`src/logic/ccr_pkg.sv`:
```
/*
 * Shared constants, field layout, analog control bundle and mode decoding
 * for the comparator and reference control block.
 * Assumes a 50 MHz core clock and an APB register bus with 32-bit data.
 */
`default_nettype none
package ccr_pkg;
    // Core clock period in ns.
    localparam int unsigned CLK_NS = 20;
    localparam int unsigned ADDR_W = 12;
    // Register indices; the byte address is four times the index.
    localparam logic [ADDR_W-1:0] IDX_PORT = 12'h005;
    localparam logic [ADDR_W-1:0] IDX_FLAG = 12'h00C;
    localparam logic [ADDR_W-1:0] IDX_CMP  = 12'h019;
    localparam logic [ADDR_W-1:0] IDX_DIR  = 12'h085;
    localparam logic [ADDR_W-1:0] IDX_REF  = 12'h099;
    localparam logic [ADDR_W-1:0] ADR_PORT = {IDX_PORT[ADDR_W-3:0], 2'h0};
    localparam logic [ADDR_W-1:0] ADR_FLAG = {IDX_FLAG[ADDR_W-3:0], 2'h0};
    localparam logic [ADDR_W-1:0] ADR_CMP  = {IDX_CMP[ADDR_W-3:0], 2'h0};
    localparam logic [ADDR_W-1:0] ADR_DIR  = {IDX_DIR[ADDR_W-3:0], 2'h0};
    localparam logic [ADDR_W-1:0] ADR_REF  = {IDX_REF[ADDR_W-3:0], 2'h0};
    // Field positions.
    localparam int unsigned CMP_RES_BIT   = 6;
    localparam int unsigned CMP_INV_BIT   = 4;
    localparam int unsigned CMP_CIS_BIT   = 3;
    localparam int unsigned MODE_W        = 3;
    localparam int unsigned REF_ON_BIT    = 7;
    localparam int unsigned REF_RANGE_BIT = 5;
    localparam int unsigned TAP_W         = 4;
    localparam int unsigned FLAG_BIT      = 3;
    localparam int unsigned PIN_N         = 6;
    localparam int unsigned PIN_TWO       = 2;
    localparam int unsigned LVL_W         = 7;
    // Reset values and special mode codes.
    localparam logic [MODE_W-1:0] MODE_RESET = 3'h0;
    localparam logic [MODE_W-1:0] MODE_OFF   = 3'h7;
    localparam logic [PIN_N-1:0]  DIR_RESET  = 6'h3F;
    // Reference ladder in units of supply/96, the common base of /24 and /32.
    localparam int unsigned LAD_DEN   = 96;
    localparam int unsigned LOW_DIV   = 24;
    localparam int unsigned HIGH_DIV  = 32;
    localparam int unsigned QUART_DIV = 4;

    typedef struct packed {
        logic             comparator_on;
        logic             reference_power_on;
        logic             reference_to_input;
        logic             input_switch;
        logic             reference_range_select;
        logic [TAP_W-1:0] reference_tap_code;
    } ccr_analog_s;

    // Modes that drive the result out on general pin two.
    function automatic logic ccr_out_mode(input logic [MODE_W-1:0] m);
        return (m == 3'h1) || (m == 3'h3) || (m == 3'h5);
    endfunction

    // Modes that route the internal reference to the negative input.
    function automatic logic ccr_ref_mode(input logic [MODE_W-1:0] m);
        return (m == 3'h3) || (m == 3'h4) || (m == 3'h5) || (m == 3'h6);
    endfunction

    // Pins that the mode claims as analog inputs.
    function automatic logic [PIN_N-1:0] ccr_analog_mask(input logic [MODE_W-1:0] m);
        case (m)
            3'h0:    return 6'h07;
            3'h1:    return 6'h03;
            3'h2:    return 6'h03;
            3'h3:    return 6'h01;
            3'h4:    return 6'h03;
            3'h5:    return 6'h01;
            3'h6:    return 6'h03;
            default: return 6'h00;
        endcase
    endfunction
endpackage
`default_nettype wire

```
`src/logic/ccr_control.sv`:
```
/*
 * Control and status logic around one analog comparator and its internal
 * reference: APB register file, polarity, modes, pin routing, change flag,
 * settling window and sleep wake request.
 * Assumes an external analog comparator whose raw output is high when the
 * positive input exceeds the negative one, and a single 50 MHz clock.
 */
`timescale 1ns/1ps
`default_nettype none
module ccr_control
    import ccr_pkg::*;
#(
    parameter int unsigned SETTLE_NS = 10000
)(
    input  wire logic              clock,
    input  wire logic              reset_n,
    input  wire logic              psel,
    input  wire logic              penable,
    input  wire logic              pwrite,
    input  wire logic [ADDR_W-1:0] paddr,
    input  wire logic [31:0]       pwdata,
    output logic      [31:0]       prdata,
    output logic                   pready,
    output logic                   pslverr,
    input  wire logic              raw_compare,
    input  wire logic [PIN_N-1:0]  pin_level,
    input  wire logic              sleep_active,
    output logic                   general_pin_two,
    output logic                   pin_two_oe,
    output logic      [PIN_N-1:0]  pin_direction_register,
    output logic      [PIN_N-1:0]  analog_pin_mask,
    output ccr_analog_s            analog_ctrl,
    output logic      [LVL_W-1:0]  internal_reference_voltage,
    output logic                   comparator_event_flag,
    output logic                   result_valid,
    output logic                   wake_request
);
    localparam int unsigned SETTLE_CYC = (SETTLE_NS + CLK_NS - 1) / CLK_NS;
    localparam int unsigned CNT_W      = $clog2(SETTLE_CYC + 1);

    // The settling check below watches eight cycles, so shorter windows are refused.
    if (SETTLE_CYC < 8 || SETTLE_CYC > 65535) begin : g_bad_settle
        $error("settling time out of range");
    end

    // Control register state.
    logic [MODE_W-1:0] comparator_mode_field;
    logic              polarity_invert;
    logic              input_switch;
    logic              reference_power_on;
    logic              reference_range_select;
    logic [TAP_W-1:0]  reference_tap_code;

    // Synchronisers, change detection and settling.
    logic              raw_meta;
    logic              raw_sync;
    logic [PIN_N-1:0]  pin_meta;
    logic [PIN_N-1:0]  pin_sync;
    logic              comparator_result;
    logic              seen_result;
    logic              mismatch;
    logic [CNT_W-1:0]  settle_count;

    // Bus decode.
    logic              setup;
    logic              access;
    logic              hit;
    logic              wr_cmp;
    logic              wr_ref;
    logic              wr_dir;
    logic              wr_flag;
    logic              cmp_touch;
    logic [31:0]       next_prdata;
    logic              next_flag;

    assign setup     = psel && !penable;
    assign access    = psel && penable && pready;
    assign hit       = (paddr == ADR_PORT) || (paddr == ADR_FLAG) || (paddr == ADR_CMP)
                    || (paddr == ADR_DIR) || (paddr == ADR_REF);
    assign wr_cmp    = access && pwrite && (paddr == ADR_CMP);
    assign wr_ref    = access && pwrite && (paddr == ADR_REF);
    assign wr_dir    = access && pwrite && (paddr == ADR_DIR);
    assign wr_flag   = access && pwrite && (paddr == ADR_FLAG);
    assign cmp_touch = access && (paddr == ADR_CMP);

    // The raw comparator output is asynchronous, so it is synchronised first.
    always_ff @(posedge clock or negedge reset_n) begin
        if (!reset_n) begin
            raw_meta <= 1'b0;
            raw_sync <= 1'b0;
        end else begin
            raw_meta <= raw_compare;
            raw_sync <= raw_meta;
        end
    end

    // Pin levels come from outside the clock domain as well.
    always_ff @(posedge clock or negedge reset_n) begin
        if (!reset_n) begin
            pin_meta <= '0;
            pin_sync <= '0;
        end else begin
            pin_meta <= pin_level;
            pin_sync <= pin_meta;
        end
    end

    // The raw input is high when positive exceeds negative; invert on request.
    assign comparator_result = raw_sync ^ polarity_invert;

    // The pin path skips the synchroniser on purpose, so it follows the
    // analog output with no clock latency; glitches near the threshold pass.
    always_comb begin
        general_pin_two = (raw_compare ^ polarity_invert) && ccr_out_mode(comparator_mode_field);
    end

    // Comparator control: the result bit has no storage, so writes cannot
    // reach it. Sleep and wake never touch these bits.
    always_ff @(posedge clock or negedge reset_n) begin
        if (!reset_n) begin
            comparator_mode_field <= MODE_RESET;
            polarity_invert       <= 1'b0;
            input_switch          <= 1'b0;
        end else if (wr_cmp) begin
            comparator_mode_field <= pwdata[MODE_W-1:0];
            polarity_invert       <= pwdata[CMP_INV_BIT];
            input_switch          <= pwdata[CMP_CIS_BIT];
        end
    end

    // Reference control.
    always_ff @(posedge clock or negedge reset_n) begin
        if (!reset_n) begin
            reference_power_on     <= 1'b0;
            reference_range_select <= 1'b0;
            reference_tap_code     <= '0;
        end else if (wr_ref) begin
            reference_power_on     <= pwdata[REF_ON_BIT];
            reference_range_select <= pwdata[REF_RANGE_BIT];
            reference_tap_code     <= pwdata[TAP_W-1:0];
        end
    end

    // Pin direction register; a one makes the pin an input.
    always_ff @(posedge clock or negedge reset_n) begin
        if (!reset_n) begin
            pin_direction_register <= DIR_RESET;
        end else if (wr_dir) begin
            pin_direction_register <= pwdata[PIN_N-1:0];
        end
    end

    // Analog controls are registered so the pads see clean levels. Sleep is
    // deliberately not an input here: enabled parts stay on through it.
    always_ff @(posedge clock or negedge reset_n) begin
        if (!reset_n) begin
            analog_ctrl     <= '0;
            analog_pin_mask <= '0;
            pin_two_oe      <= 1'b0;
        end else begin
            analog_ctrl.comparator_on <= (comparator_mode_field != MODE_RESET)
                                      && (comparator_mode_field != MODE_OFF);
            analog_ctrl.reference_power_on     <= reference_power_on;
            analog_ctrl.reference_to_input     <= ccr_ref_mode(comparator_mode_field);
            analog_ctrl.input_switch           <= input_switch;
            analog_ctrl.reference_range_select <= reference_range_select;
            analog_ctrl.reference_tap_code     <= reference_tap_code;
            analog_pin_mask <= ccr_analog_mask(comparator_mode_field);
            pin_two_oe <= ccr_out_mode(comparator_mode_field) && !pin_direction_register[PIN_TWO];
        end
    end

    // Settling window restarts on every write that changes the mode.
    always_ff @(posedge clock or negedge reset_n) begin
        if (!reset_n) begin
            settle_count <= '0;
            result_valid <= 1'b0;
        end else if (wr_cmp && (pwdata[MODE_W-1:0] != comparator_mode_field)) begin
            settle_count <= CNT_W'(SETTLE_CYC);
            result_valid <= 1'b0;
        end else if (settle_count != '0) begin
            settle_count <= settle_count - 1'b1;
            result_valid <= 1'b0;
        end else begin
            result_valid <= 1'b1;
        end
    end

    // Last value seen by software; any comparator control access, read or write, re-arms it.
    always_ff @(posedge clock or negedge reset_n) begin
        if (!reset_n) begin
            seen_result <= 1'b0;
        end else if (cmp_touch) begin
            seen_result <= comparator_result;
        end
    end

    assign mismatch = (comparator_result != seen_result);

    // Mismatch keeps setting the flag, and a set beats a software clear.
    // Changes inside the settling window are held off; a result still differing when it ends sets the flag.
    always_comb begin
        next_flag = comparator_event_flag;
        if (wr_flag) begin
            next_flag = pwdata[FLAG_BIT];
        end
        if (mismatch && (settle_count == '0) && !cmp_touch) begin
            next_flag = 1'b1;
        end
    end

    always_ff @(posedge clock or negedge reset_n) begin
        if (!reset_n) begin
            comparator_event_flag <= 1'b0;
        end else begin
            comparator_event_flag <= next_flag;
        end
    end

    // Wake request while asleep with the comparator running and an event up.
    always_ff @(posedge clock or negedge reset_n) begin
        if (!reset_n) begin
            wake_request <= 1'b0;
        end else begin
            wake_request <= sleep_active && analog_ctrl.comparator_on && next_flag;
        end
    end

    // Read data is formed in the setup cycle, so every access completes with no wait state.
    always_comb begin
        next_prdata = '0;
        if (paddr == ADR_CMP) begin
            next_prdata[CMP_RES_BIT]  = comparator_result;
            next_prdata[CMP_INV_BIT]  = polarity_invert;
            next_prdata[CMP_CIS_BIT]  = input_switch;
            next_prdata[MODE_W-1:0]   = comparator_mode_field;
        end else if (paddr == ADR_REF) begin
            next_prdata[REF_ON_BIT]    = reference_power_on;
            next_prdata[REF_RANGE_BIT] = reference_range_select;
            next_prdata[TAP_W-1:0]     = reference_tap_code;
        end else if (paddr == ADR_DIR) begin
            next_prdata[PIN_N-1:0] = pin_direction_register;
        end else if (paddr == ADR_FLAG) begin
            next_prdata[FLAG_BIT] = comparator_event_flag;
        end else if (paddr == ADR_PORT) begin
            next_prdata[PIN_N-1:0] = pin_sync & ~analog_pin_mask;
        end
    end

    // APB answer: ready one cycle after setup, error on unmapped addresses.
    always_ff @(posedge clock or negedge reset_n) begin
        if (!reset_n) begin
            pready  <= 1'b0;
            pslverr <= 1'b0;
            prdata  <= '0;
        end else begin
            pready  <= setup;
            pslverr <= setup && !hit;
            if (setup && !pwrite) begin
                prdata <= next_prdata;
            end
        end
    end

    ccr_ref_ladder u_ladder (
        .clock     (clock),
        .reset_n   (reset_n),
        .power_on  (reference_power_on),
        .range_low (reference_range_select),
        .tap       (reference_tap_code),
        .level     (internal_reference_voltage)
    );
endmodule
`default_nettype wire

```
`src/logic/ccr_ref_ladder.sv`:
```
/*
 * Digital image of the reference ladder: the selected level in units of
 * supply/96, held at zero while the reference is powered down.
 * Assumes its controls come from registers on the same clock.
 */
`timescale 1ns/1ps
`default_nettype none
module ccr_ref_ladder
    import ccr_pkg::*;
(
    input  wire logic             clock,
    input  wire logic             reset_n,
    input  wire logic             power_on,
    input  wire logic             range_low,
    input  wire logic [TAP_W-1:0] tap,
    output logic      [LVL_W-1:0] level
);
    localparam logic [LVL_W-1:0] LOW_STEP  = LVL_W'(LAD_DEN / LOW_DIV);
    localparam logic [LVL_W-1:0] HIGH_STEP = LVL_W'(LAD_DEN / HIGH_DIV);
    localparam logic [LVL_W-1:0] HIGH_BASE = LVL_W'(LAD_DEN / QUART_DIV);

    logic [LVL_W-1:0] next_level;

    // Low range is tap/24, high range is 1/4 plus tap/32, both of supply.
    always_comb begin
        next_level = '0;
        if (power_on && range_low) begin
            next_level = LVL_W'(tap * LOW_STEP);
        end else if (power_on) begin
            next_level = LVL_W'(HIGH_BASE + tap * HIGH_STEP);
        end
    end

    // Powered down reads as zero so nothing downstream sees a stale level.
    always_ff @(posedge clock or negedge reset_n) begin
        if (!reset_n) begin
            level <= '0;
        end else begin
            level <= next_level;
        end
    end
endmodule
`default_nettype wire
```
`config.mk`:
```
export PLATFORM = sky130hd
export DESIGN_NAME = ccr_control
export DESIGN_NICKNAME = d
export VERILOG_FILES = /design/src/logic/ccr_pkg.sv /design/src/logic/ccr_control.sv /design/src/logic/ccr_ref_ladder.sv
export SDC_FILE = /design/constraint.sdc
export NUM_CORES = 1
export LEC_CHECK = 0
export CORE_AREA = 2 2 99 91
export DETAILED_ROUTE_END_ITERATION = 6
export DIE_AREA = 0 0 101 93
export DONT_BUFFER_PORTS = 1
export GPL_TIMING_DRIVEN = 0
export MAX_ROUTING_LAYER = met4
export PLACE_DENSITY = 0.6
export SYNTH_ARGS = -nofsm -noshare
export SYNTH_HDL_FRONTEND = slang
export SYNTH_SLANG_ARGS = --single-unit
export TNS_END_PERCENT = 30
```
`constraint.sdc`:
```
create_clock -name clock -period 5.1 [get_ports clock]
set_clock_uncertainty 0.15 [all_clocks]
set_input_delay 0 -clock clock [delete_from_list [all_inputs] [get_ports clock]]
set_output_delay 0 -clock clock [all_outputs]
set_load 0.005 [all_outputs]
```
=== Word level (Yosys, flattened, before mapping) ===
Cells that the tools add are included.

* Reductions and logical operators: 41
* Mux-type cells: 22
* $add $sub $neg: 2
* Multipliers: 1
* Equal/unequal tests: 14
* Bitwise operators: 4

{| class="wikitable"
|+ Operators by type and width
! kind !! count
|-
| equality test 12 x 10 -> 1 bit, second input constant || 2
|-
| logical AND 1 bit || 20
|-
| 2-to-1 mux 9 bit || 2
|-
| 2-to-1 mux 7 bit || 2
|-
| equality test 12 x 5 -> 1 bit, second input constant || 1
|-
| equality test 12 x 6 -> 1 bit, second input constant || 1
|-
| equality test 12 x 7 -> 1 bit, second input constant || 1
|-
| 2-to-1 mux 6 bit || 2
|-
| 2-to-1 mux 1 bit || 11
|-
| equality test 3 bit, second input constant || 3
|-
| logical NOT 9 bit || 1
|-
| logical OR 1 bit || 9
|-
| case mux 3 bit (3 select lines) || 1
|-
| nonzero test 9 bit || 1
|-
| subtractor 9 x 1 -> 9 bit, second input constant || 1
|-
| adder 5 x 6 -> 7 bit, first input constant || 1
|-
| AND 6 bit || 1
|-
| equality test 3 x 2 -> 1 bit, second input constant || 2
|-
| multiplier 4 x 2 -> 6 bit, second input constant || 1
|-
| NOT 6 bit || 1
|-
| logical NOT 1 bit || 5
|-
| 2-to-1 mux 5 bit || 1
|-
| 2-to-1 mux 4 bit || 1
|-
| OR reduction 4 bit || 1
|-
| other kinds (11) || 12
|}

* Word-level logic and storage cells: 112
* Output and inout bits: 67
* Input port bits: 57
* Flip-flop bits (word level): 77

=== Depth between registers and ports, before layout ===
Gate-level depths: netlist of the first run.

* Word-level depth: 7
* Depth in mapped cells: 7
* Depth with buffers taken out: 7

=== Hierarchy ===
From an unflattened synthesis of the first run, not the netlist that was laid out.

* Cell total of the unflattened synthesis: 301
* Area, all modules: 3463.3 um2

{| class="wikitable"
|+ Modules (own cells, without submodules)
! module !! seq. area each (um2) !! area each (um2) !! times used !! cells each
|-
| ccr_control || 1684.1 || 3059.2 || 1 || 263
|-
| ccr_ref_ladder || 175.2 || 404.1 || 1 || 38
|}

=== Least setup slack after synthesis of the first run ===
No wires, ideal clock.

* Kind: reg2reg
* Start point: register reference_tap_code[2]
* End point: register u_ladder.level[5]
* Path buffers: 0
* Required time: 4.831 ns
* Cell stages (with the launch flop): 8
* Period minus slack after synthesis: 2.210 ns
* Library setup time: 0.119 ns
* Path slack: 2.890 ns
* Arrival time: 1.941 ns
* Cell sequence: dfrtp_1 > ha_1 > inv_1 > fa_1 > or3b_2 > a21oi_1 > xnor2_1 > and2_1

* Word-level cells in the longest chain between the ends: 4

{| class="wikitable"
|+ RTL lines
! item !! RTL line !! RTL
|-
| start: declaration || ccr_control.sv:52 || <nowiki>logic [TAP_W-1:0] reference_tap_code;</nowiki>
|-
| start signal: assignment || ccr_control.sv:140 || <nowiki>reference_tap_code <= pwdata[TAP_W-1:0];</nowiki>
|-
| multiplier 4 x 2 -> 6 bit || ccr_ref_ladder.sv:30 || <nowiki>next_level = LVL_W'(HIGH_BASE + tap * HIGH_STEP);</nowiki>
|-
| adder 5 x 6 -> 7 bit || ccr_ref_ladder.sv:30 ||
|-
| 2-to-1 mux 7 bit || ccr_ref_ladder.sv:29 || <nowiki>end else if (power_on) begin</nowiki>
|-
| 2-to-1 mux 7 bit || ccr_ref_ladder.sv:27 || <nowiki>if (power_on && range_low) begin</nowiki>
|-
| named net u_ladder.next_level[5] || ccr_ref_ladder.sv:22 || <nowiki>logic [LVL_W-1:0] next_level;</nowiki>
|-
| end signal: assignment || ccr_ref_ladder.sv:39 || <nowiki>level <= next_level;</nowiki>
|-
| end: declaration || ccr_ref_ladder.sv:16 || <nowiki>output logic [LVL_W-1:0] level</nowiki>
|}

The timed path passes the listed nets, and every way through them passes these cells.
A chain may end at the register's enable or synchronous reset.

=== Worst setup path in the final report of the first run ===
* Start point: input port paddr[7]
* End point: register prdata[3]

* Word-level cells in the longest chain between the ends: 6
* Elaborated cells between the ends (all ways): 10
* Classes of those cells: 5 x eq/ne; 5 x mux

{| class="wikitable"
|+ RTL lines
! item !! RTL line !! RTL
|-
| start: declaration || ccr_control.sv:20 || <nowiki>input wire logic [ADDR_W-1:0] paddr,</nowiki>
|-
| equality test 12 x 5 -> 1 bit || ccr_control.sv:245 || <nowiki>end else if (paddr == ADR_PORT) begin</nowiki>
|-
| 2-to-1 mux 6 bit || ccr_control.sv:245 ||
|-
| 2-to-1 mux 1 bit || ccr_control.sv:243 || <nowiki>end else if (paddr == ADR_FLAG) begin</nowiki>
|-
| 2-to-1 mux 6 bit || ccr_control.sv:241 || <nowiki>end else if (paddr == ADR_DIR) begin</nowiki>
|-
| 2-to-1 mux 4 bit || ccr_control.sv:237 || <nowiki>end else if (paddr == ADR_REF) begin</nowiki>
|-
| 2-to-1 mux 5 bit (*) || ccr_control.sv:232 || <nowiki>if (paddr == ADR_CMP) begin</nowiki>
|-
| end signal: assignment || ccr_control.sv:260 || <nowiki>prdata <= next_prdata;</nowiki>
|-
| end: declaration || ccr_control.sv:22 || <nowiki>output logic [31:0] prdata,</nowiki>
|}

Every way passes the cells marked *; elsewhere a longest branch is shown, timed or not.

==> impl_metrics.tcl, run 1 <==
set metrics [dict create \
    power_w 0.00133 \
    finalWorstSetupSlack_ns 2.08 \
    grt_use_total_pct 17.6 \
    grt_setup_unrepaired "false" \
    avgSynthCellArea_sq_um 11.6 \
    timing.critical_path.fanout_max 3 \
    finalWorstPathRequiredPeriod_ns 3.02 \
    ant_nets 0 \
    seq_area_frac_synth_pct 54.5 \
    io_pins 124 \
    cp_top_family "buffers and inverters" \
    path_common_cell "dlygate4sd3_1" \
    syn_area_sq_um 3410 \
    slowest_stage "dlygate4sd3_1" \
    path_class "in2reg" \
    die_area_sq_um 9390 \
    nNetsFinal 438 \
    cts_buffer_depth 2 \
    clockRootBuffer "clkbuf_8" \
    rows 32 \
    clkTransAtPathRegs_ns 0.08 \
    grt.overflow.total 0 \
    place_congestion 0.773 \
    wirelength_um 7520 \
    dpl_worst_slack_ns 2.69 \
    ys_seq_elements 74 \
    antenna_found_initial 0 \
    die_w_um 101 \
    io_buffers 0 \
    finalHoldViolations 0 \
    cp_slowest_stage_delay_ns 0.58 \
    crit_chain "dlygate4sd3_1 -> or3b_1 -> nor3_1 -> dlygate4sd3_1 -> o2111ai_1 -> dlygate4sd3_1 -> o21ai_0 -> dlygate4sd3_1" \
    worst_pin_slew_ns 0.763 \
    peakVddDrop_v 0.000115 \
    fin_setup_tns_ns 0 \
    drtIter0Drc 113 \
    dp_hpwl_um 5130 \
    slew_headroom_pct 49.0 \
    hold_class "in2async" \
    cts_tree "built" \
    power_density_nw_per_um2 307 \
    p_leak_nw 2.01 \
    stdcell_area_sq_um 4330 \
    crit_required_ns 5.25 \
    async_flop_share_pct 100 \
    worstSkewPairLatency_ns 0.36 \
    slew_violations 0 \
    ys_warn_count 0 \
    end_kind "flip-flop" \
    cts.sinks 74 \
    ys.flop_type "dfrtp_1" \
    drive_above_1_share_pct 19.6 \
    vias_per_cell 4.93 \
    grt_start_max_net_pins 75 \
    htreeDepth 3 \
    core_sq_um 8410 \
    crit_buf_inv 4 \
    syn_to_final_growth_pct 26.9 \
    post_cts_buffers 0 \
    placedCellCount 423 \
    synth-edff-count 0 \
    first_pass_iters 4 \
    num_vias 2368 \
    maxCapViolCount 0 \
    setup_viol 0 \
    fin_cells 480 \
    first_global_vias 2309 \
    cts_made_buffers 9 \
    fmax_mhz 331 \
    syn-instance-count 295 \
    start_util_pct 40.6 \
    startpoint_type "input pin" \
    die_h_um 93 \
    placed_cell_area_sq_um 3640 \
    drc_errors 0 \
    run_status "complete, no violations" \
    ys_types 50 \
    wl_per_cell_um 15.7 \
    arrival_ns 3.16 \
    post-route-period-util_pct 59.2 \
    antenna_cells 0 \
    grt_pass1_wl_um 12100 \
]
==> cell families after synthesis <==
kind of cell / synth area share [%]
buf+inv: 8.50
simple gates: 15.4
fa+ha+maj: 3.37
mux: 7.62
compound gates: 7.22
other cells: 0.110
xor+xnor: 3.33
flops: 54.5
==> area by class of cell <==
type	count	area (sq um)
fillers	747	4070
flip-flops and latches	74	1860
multi-input cells	197	1360
repair buffers	41	428
plain buffers	37	241
clock buffers	11	141
well taps	102	128
clock inverters	5	125
inverters	13	48.8
==> cells in the mapped netlist (2+ instances only) <==
master    number  share of area, %
nand3_1        5              0.73
fa_1           2               1.2
xor2_1         4               1.0
a22oi_1        3              0.66
or4_1          5               1.1
ha_1           6               2.2
o31ai_1        2              0.44
or2_2          2              0.37
a21oi_1        3              0.44
nor3_1         6              0.88
nor2b_1        4              0.73
xnor2_1        9               2.3
nor2_1        13               1.4
mux2i_1        8               2.3
and2_1        11               2.0
and3_1         2              0.37
nand2b_1       4              0.73
or3b_2         2              0.51
o221ai_1       3              0.77
o21a_1         3              0.66
inv_1         13               1.4
nor4_1         4              0.73
nand4_1        3              0.55
clkbuf_1       8              0.88
buf_4         27               5.9
o21ai_0       10               1.5
nand2_1       16               1.8
o31a_1         3              0.77
or3_1          4              0.73
dfstp_2        6               4.6
mux2_2        16               5.3
nor4b_1        3              0.77
dfrtp_1       68                50
==> registers in the layout (all words and copies together), names as in the netlist, 3 cells and up <==
register                flops
analog_pin_mask             3
prdata                      8
u_ladder.level              7
settle_count                9
comparator_mode_field       3
analog_ctrl                 9
pin_meta                    6
reference_tap_code          4
pin_sync                    6
pin_direction_register      6
==> what timing repair did <==
action                    4_1_cts  5_1_grt
hold buffers                   41        0
hold endpoints to repair      111        0
resized for setup               0        0
==> stage by stage <==
step                utilization, %  hold WS, ns
floorplan                        -       -0.446
global placement              43.3       -0.444
detailed placement            43.3       -0.444
CTS                           51.5      0.00816
global route                  51.5       0.0316
finish                        51.5      0.00883
==> worst paths after layout <==
| kind | start | end | slack [ns] | depth (start not counted) |
|---|---|---|---|---|
| min in group clock | paddr[1] | prdata[7] | 0.02 | 4 |
| max in group asynchronous | reset_n | pin_direction_register[3] | 4.42 | 2 |
| worst min register to register | pin_meta[2] | pin_sync[2] | 0.20 | 0 |
| worst max-delay path | paddr[7] | prdata[3] | 2.08 | 8 |
| worst min-delay path | reset_n | settle_count[0] | 0.009 | 2 |
| worst max register to register | pin_sync[3] | prdata[3] | 2.31 | 7 |
==> report_power, final <==
part / total (W) / internal [W] / switching [W]
Sequential: 0.000626 / 0.000607 / 0.0000190
Clock: 0.000602 / 0.000387 / 0.000214
Combinational: 0.000104 / 0.0000559 / 0.0000480
==> worst reg2reg max path: cells and delay by family (launching register included) <==
family                 cells  cell delay (ns)
buffers and inverters      3             1.68
and+or+nand+nor            1             0.06
DFF                        1             0.37
AOI/OAI and AO/OA          3             0.43
==> metal layers <==
| layer | wire [um] | part of all wire, % | up-vias | global-route usage, % |
|---|---|---|---|---|
| met5 | 0 | 0 | - | - |
| met2 | 3450 | 46 | 82 | 25.4 |
| li1 | - | - | 1131 | - |
| met3 | 669 | 8.9 | 19 | 7.03 |
| met4 | 165 | 2.2 | 0 | 6.76 |
| met1 | 3240 | 43 | 1136 | 22.2 |
==> placed cells by master, fill, tap and decap left out, types with 2 or more instances in the layout <==
| cell | instances |
|---|---|
| bufinv_16 | 4 |
| dfstp_2 | 6 |
| or4_1 | 5 |
| o31ai_1 | 2 |
| or3b_2 | 2 |
| or2_2 | 2 |
| mux2i_1 | 8 |
| mux2_2 | 16 |
| o21a_1 | 3 |
| nand4_1 | 3 |
| nor2b_1 | 4 |
| o21ai_0 | 10 |
| ha_1 | 6 |
| nand3_1 | 5 |
| nor4_1 | 4 |
| clkbuf_8 | 10 |
| fa_1 | 2 |
| xnor2_1 | 9 |
| nor2_1 | 13 |
| and2_1 | 11 |
| nand2b_1 | 4 |
| dlygate4sd3_1 | 40 |
| nor4b_1 | 3 |
| inv_1 | 13 |
| nand2_1 | 16 |
| or3_1 | 4 |
| nor3_1 | 6 |
| o221ai_1 | 3 |
| o31a_1 | 3 |
| xor2_1 | 4 |
| conb_1 | 27 |
| clkbuf_1 | 9 |
| dfrtp_1 | 68 |
| a21oi_1 | 3 |
| buf_4 | 27 |
| and3_1 | 2 |
| a22oi_1 | 3 |
Power figures use the tool's default switching activity.
==> inputs of run 2 (changes only) <==
--- a/config.mk
+++ b/config.mk
@@ -5,13 +5,14 @@
 export SDC_FILE = /design/constraint.sdc
 export NUM_CORES = 1
 export LEC_CHECK = 0
-export CORE_AREA = 2 2 99 91
+export ABC_AREA = 1
+export CORE_AREA = 2 2 100 92
 export DETAILED_ROUTE_END_ITERATION = 6
-export DIE_AREA = 0 0 101 93
+export DIE_AREA = 0 0 102 94
 export DONT_BUFFER_PORTS = 1
 export GPL_TIMING_DRIVEN = 0
 export MAX_ROUTING_LAYER = met4
-export PLACE_DENSITY = 0.6
+export PLACE_DENSITY = 0.63
 export SYNTH_ARGS = -nofsm -noshare
 export SYNTH_HDL_FRONTEND = slang
 export SYNTH_SLANG_ARGS = --single-unit
==> constraint.sdc (replaced) <==
create_clock -name clock -period 2.42 [get_ports clock]
set_clock_uncertainty 0.15 [all_clocks]
set_input_delay 0 -clock clock [delete_from_list [all_inputs] [get_ports clock]]
set_output_delay 0 -clock clock [all_outputs]
set_load 0.005 [all_outputs]
==> run 2 against run 1 <==
  * Critical path type is now reg2reg
  * The flow now finishes with violations (hold timing)
  * Sequential share of layout area down 0.062 points
  * Largest power group unchanged
  * Clock-buffer cell count is 3 higher
  * Clock power rose by 60%
  * Total power grew 85%
  * Core utilization shrank 0.41 points
==> impl_metrics.tcl, run 2 <==
set metrics [dict create \
    run_status "finished with violations" \
    failed_checks "hold timing" \
    syn_to_final_growth_pct 23.0 \
    place_congestion 0.905 \
    end_kind "flip-flop" \
    switching_share_pct 23.1 \
    n_fill_cell 802 \
    rows 32 \
    grt_pass1_wl_um 12900 \
    crit_buf_inv 3 \
    whs_ns -0.000388 \
    wirelength_um 7790 \
    avgSynthCellArea_sq_um 9.12 \
    antenna_found_initial 0 \
    worstSkewPairLatency_ns 0.35 \
    die_h_um 94 \
    start_util_pct 41.6 \
    timing.critical_path.fanout_max 6 \
    cts_buffer_depth 2 \
    nNetsFinal 523 \
    reg_top3 "analog_ctrl (9), settle_count (9), prdata (8)" \
    maxCapViolCount 0 \
    seq_power_share_pct 52.2 \
    ys_seq_elements 74 \
    dp_hpwl_um 5540 \
    first_global_vias 2613 \
    io_buffers 0 \
    dpl_worst_slack_ns 0.345 \
    synth-edff-count 0 \
    p_leak_nw 2.19 \
    yosysTopAreaCell "dfrtp_1" \
    finalWorstSetupSlack_ns 0.145 \
    synth.most_common_cell "nand2_1" \
    crit_chain "inv_1 -> ha_1 -> nand3_1 -> nor2_2 -> nand2_2 -> inv_2 -> nand3_1 -> a21oi_2 -> dlygate4sd3_1" \
    cts_tree "built" \
    ant_nets 0 \
    path_class "reg2reg" \
    die_area_sq_um 9590 \
    power_density_nw_per_um2 568 \
    grt_setup_unrepaired "false" \
    pwr-share-clk_pct 39.1 \
    rr_startpoint "settle_count[0]" \
    grt_start_max_net_pins 75 \
    io_pins 124 \
    p_int_w 0.00190 \
    synth_top_area_share_pct 48.2 \
    drc_errors 0 \
    peakVddDrop_v 0.000325 \
    syn-instance-count 387 \
    synth.cells.most_frequent "nand2_1 (83), dfrtp_1 (68), inv_1 (47)" \
    clkTransAtPathRegs_ns 0.08 \
    slowest_stage "dlygate4sd3_1" \
    cts.sinks 74 \
    cp-startpoint "settle_count[0]" \
    finalHoldViolations 1 \
    async_flop_share_pct 100 \
    startpoint_type "flip-flop" \
    arrival_ns 2.41 \
    power_w 0.00247 \
    ys_warn_count 0 \
    crit_required_ns 2.56 \
    core_sq_um 8490 \
    finalWorstPathRequiredPeriod_ns 2.27 \
    grt_use_total_pct 18.2 \
    final_core_util_pct 51.1 \
    hold_class "in2reg" \
    slew_violations 0 \
    die_w_um 102 \
    fin_setup_tns_ns 0 \
    hold_start "paddr[2]" \
    antenna_cells 0 \
    multiInputGateArea_sq_um 1350 \
    fmax_mhz 440 \
    final_common_cell "nand2_1" \
    setup_viol 0 \
    wl_per_cell_um 13.4 \
    ys.flop_type "dfrtp_1" \
    drtIter0Drc 131 \
    seq_area_frac_synth_pct 52.7 \
    vias_per_cell 4.53 \
    first_pass_iters 5 \
    cts_made_buffers 9 \
    yosys-top-cells-area "dfrtp_1 (48%), nand2_1 (8.8%), buf_4 (5.7%), inv_1 (5.0%), dfstp_2 (4.5%)" \
    post-route-period-util_pct 94.0 \
    drive_above_1_share_pct 18.8 \
    layout_common_cells "nand2_1 (82), dfrtp_1 (68), inv_1 (46)" \
    htreeDepth 3 \
    seq_area_sq_um 1860 \
    grt.overflow.total 0 \
    num_vias 2636 \
    clockRootBuffer "clkbuf_8" \
    syn_area_sq_um 3530 \
    cp_top_family "buffers and inverters" \
    path_common_cell "nand3_1" \
    ys_types 36 \
    cp_slowest_stage_delay_ns 0.56 \
    combPwrFrac_pct 8.7 \
    p_sw_w 0.000570 \
]
run 2: changes by cell type after synthesis, moves of 10 or more:
cell,delta
and2_1,-11
nand3_1,+21
nor2_1,+27
mux2_2,-16
o21ai_2,+10
nand2_1,+67
inv_1,+34
run 2: per-layer routing:
layer	vias to the layer above	track usage [%]	wire, um
met5	-	-	0
met4	0	6.00	174
met3	18	7.29	757
met2	97	26.2	3500
met1	1217	23.7	3350
li1	1304	-	-
run 2: final timing paths:
path	to	slack, ns	cells after the start
worst max-delay path	wake_request	0.15	9
worst min-delay path	prdata[3]	-0.0004	8
worst max register to register	wake_request	0.15	9
worst min register to register	pin_sync[0]	0.19	0
max in group asynchronous	pin_direction_register[3]	1.73	2
min in group asynchronous	raw_sync	0.07	2
run 2: cells by family (layout without fill, tap and decap cells):
family	Yosys count	count (layout)	share of synthesized area, %
compound gates	41	41	7.55
xor+xnor	8	8	1.99
fa+ha+maj	8	8	3.26
buf+inv	83	133	12.2
flops	74	74	52.7
other cells	1	27	0.106
simple gates	172	172	22.3
run 2: worst reg2reg max path, stage by stage (launching register included):
cell           delay (ns)
dfrtp_1              0.37
inv_1                0.09
ha_1                 0.20
nand3_1              0.14
nor2_2               0.17
nand2_2              0.12
inv_2                0.12
nand3_1              0.15
a21oi_2              0.15
dlygate4sd3_1        0.56
run 2: timing repair:
item | in CTS | in global routing
resized for setup | 0 | 4
endpoints found under the setup margin | 0 | 1
buffers inserted | 0 | 0
hold buffers | 34 | 0
hold endpoints to repair | 121 | 0
run 2: area by class of cell:
cell class	instances	share of cell area [%]
Sequential cell	74	42.8
Multi-Input combinational cell	256	31.0
Timing Repair Buffer	34	8.24
Buffer	30	5.30
Inverter	53	4.58
Clock buffer	14	3.75
Tap cell	119	3.43
Clock inverter	2	0.807
run 2: stage by stage:
step	instance area (sq um)	hold WS [ns]	cells
final	4340	-0.000388	582
after global routing	4340	0.0128	582
after CTS	4330	0.000359	582
after detailed placement	3780	-0.443	532
after global placement	3780	-0.443	532
after floorplan	3630	-0.446	413
run 2: power by group through the flow:
stage	Clock [W]	Combinational [W]	Sequential, W
6_report	0.000965	0.000214	0.00129
5_1_grt	0.00106	0.000244	0.00129
4_1_cts	0.000992	0.000212	0.00129
3_5_place_dp	0	0.000141	0.00131
3_3_place_gp	0	0.000137	0.00131
2_1_floorplan	0	0.000124	0.00131
==> inputs of run 3 (changes only) <==
--- a/config.mk
+++ b/config.mk
@@ -6,13 +6,13 @@
 export NUM_CORES = 1
 export LEC_CHECK = 0
 export ABC_AREA = 1
-export CORE_AREA = 2 2 100 92
+export CORE_AREA = 2 2 86 80
 export DETAILED_ROUTE_END_ITERATION = 6
-export DIE_AREA = 0 0 102 94
+export DIE_AREA = 0 0 88 82
 export DONT_BUFFER_PORTS = 1
 export GPL_TIMING_DRIVEN = 0
 export MAX_ROUTING_LAYER = met4
-export PLACE_DENSITY = 0.63
+export PLACE_DENSITY = 0.79
 export SYNTH_ARGS = -nofsm -noshare
 export SYNTH_HDL_FRONTEND = slang
 export SYNTH_SLANG_ARGS = --single-unit
==> constraint.sdc (replaced) <==
create_clock -name clock -period 2.42 [get_ports clock]
set_clock_uncertainty 0.15 [all_clocks]
set_input_delay 0.484 -clock clock [delete_from_list [all_inputs] [get_ports clock]]
set_output_delay 0.484 -clock clock [all_outputs]
set_load 0.005 [all_outputs]
==> run 3 against run 2 <==
  * The flow now finishes without violations
  * Clock power fell by 6.6%
  * Critical endpoint is now u_ladder.level[5]
  * Via count down 1.9%
  * Critical path type unchanged
  * Die area is 25% lower
  * Clock-buffer cell count is 5 lower
  * Sequential share of layout area grew 3.3 points
  * First-iteration DRC count grew 34%
  * Largest power group unchanged
  * Worst setup slack better by 0.20 ns
  * Non-clock buffer count down 25
  * Critical path depth down 2
  * Register-to-register slack better by 0.20 ns
  * Sequential power about the same
  * Combinational power shrank 16%
==> impl_metrics.tcl, run 3 (synthesis results as in run 2) <==
set metrics [dict create \
    end_kind "flip-flop" \
    first_global_vias 2429 \
    core_sq_um 6340 \
    power_w 0.00237 \
    htreeDepth 3 \
    cts_made_buffers 9 \
    cp_slowest_stage_delay_ns 0.49 \
    drive_above_1_share_pct 19.6 \
    cts_buffer_depth 2 \
    first_pass_iters 4 \
    die_w_um 88 \
    rows 28 \
    maxCapViolCount 0 \
    drtIter0Drc 176 \
    slew_violations 0 \
    rrSetupSlack_ns 0.35 \
    grt_start_max_net_pins 75 \
    setup_viol 0 \
    antenna_found_initial 0 \
    drc_errors 0 \
    final_common_cell "nand2_1" \
    antenna_cells 0 \
    num_vias 2587 \
    fin_setup_tns_ns 0 \
    finalWorstPathRequiredPeriod_ns 2.07 \
    timing.critical_path.fanout_max 7 \
    p_leak_nw 2.08 \
    start_util_pct 55.7 \
    crit_chain "ha_1 -> inv_1 -> fa_1 -> o31ai_1 -> nand2_1 -> o21ai_0 -> a21oi_1" \
    cts.sinks 74 \
    path_class "reg2reg" \
    peakVddDrop_v 0.000328 \
    vias_per_cell 4.90 \
    wl_per_cell_um 13.5 \
    clockRootBuffer "clkbuf_8" \
    post-route-period-util_pct 85.6 \
    crit_buf_inv 1 \
    hold_class "in2reg" \
    run_status "complete, no violations" \
    die_area_sq_um 7220 \
    grt_use_total_pct 22.1 \
    cp-startpoint "reference_tap_code[2]" \
    grt_setup_unrepaired "false" \
    rr_startpoint "reference_tap_code[2]" \
    placed_cell_area_sq_um 3740 \
    finalHoldViolations 0 \
    r2r-end "u_ladder.level[5]" \
    grt_pass1_wl_um 11500 \
    n_fill_cell 532 \
    startpoint_type "flip-flop" \
    layout_common_cells "nand2_1 (83), dfrtp_1 (68), inv_1 (47)" \
    io_pins 124 \
    stdcell_area_sq_um 4030 \
    cts_tree "built" \
    whs_path_depth 1 \
    fmax_mhz 483 \
    hold_end "pready" \
    reg_top3 "analog_ctrl (9), settle_count (9), prdata (8)" \
    power_density_nw_per_um2 587 \
    syn_to_final_growth_pct 14.3 \
    clkTransAtPathRegs_ns 0.09 \
    ant_nets 0 \
    cp_top_family "adder cells" \
    slowest_stage "dfrtp_1" \
    die_h_um 82 \
    crit_required_ns 2.51 \
    grt.overflow.total 0 \
    arrival_ns 2.16 \
    wirelength_um 7140 \
    ff2ff_path_depth 7 \
    worstSkewPairLatency_ns 0.36 \
    nNetsFinal 498 \
    place_congestion 0.972 \
    dp_hpwl_um 5350 \
    hold_start "penable" \
    io_buffers 0 \
]
run 3: cell types whose count changed in the layout (fill, tap and decap cells not counted), moves of 2 or more:
cell / change
clkinv_4: +4
dlygate4sd3_1: -25
clkbuf_1: -3
clkbuf_8: -2
run 3: report_power, final:
part / internal [W] / total [W] / leakage (nW) / switching, W
Sequential: 0.00127 / 0.00129 / 0.898 / 0.0000197
Combinational: 0.0000767 / 0.000180 / 1.09 / 0.000103
Clock: 0.000389 / 0.000901 / 0.0919 / 0.000512
run 3: timing repair:
item / in CTS / in global routing
endpoints found under the setup margin: 0 / 0
buffers inserted: 0 / 0
resized for setup: 0 / 0
endpoints found under the hold margin: 81 / 0
hold buffers: 9 / 0
run 3: per-stage QoR:
step | utilization (%) | hold slack (ns) | setup slack, ns | std cells
5_1_grt | 63.6 | 0.0494 | 0.139 | 528
3_5_place_dp | 59.0 | 0.0399 | 0.377 | 503
2_1_floorplan | - | 0.0384 | 0.549 | 413
3_3_place_gp | 59.0 | 0.0402 | 0.391 | 503
6_report | 63.6 | 0.0560 | 0.348 | 528
4_1_cts | 63.6 | 0.0407 | 0.361 | 528
run 3: cell type report:
type / count / area, sq um / area share, %
Buffer: 30 / 230 / 5.71
Clock buffer: 9 / 124 / 3.07
Clock inverter: 7 / 62.6 / 1.55
Inverter: 53 / 199 / 4.93
Multi-Input combinational cell: 256 / 1340 / 33.2
Sequential cell: 74 / 1860 / 46.1
Tap cell: 90 / 113 / 2.79
Timing Repair Buffer: 9 / 108 / 2.67
run 3: worst max path at each step:
stage	endpoint	cells after the start
floorplan	u_ladder.level[5]	7
global placement	u_ladder.level[5]	7
detailed placement	u_ladder.level[5]	7
CTS	u_ladder.level[5]	7
global route	u_ladder.level[5]	7
finish	u_ladder.level[5]	7
run 3: layer usage:
| metal | wire length (um) | vias to the layer above | GRT usage (%) |
|---|---|---|---|
| met4 | 184 | 0 | 9.69 |
| met1 | 2970 | 1214 | 27.6 |
| li1 | - | 1253 | - |
| met2 | 3430 | 105 | 33.9 |
| met3 | 550 | 15 | 5.93 |
| met5 | 0 | - | - |
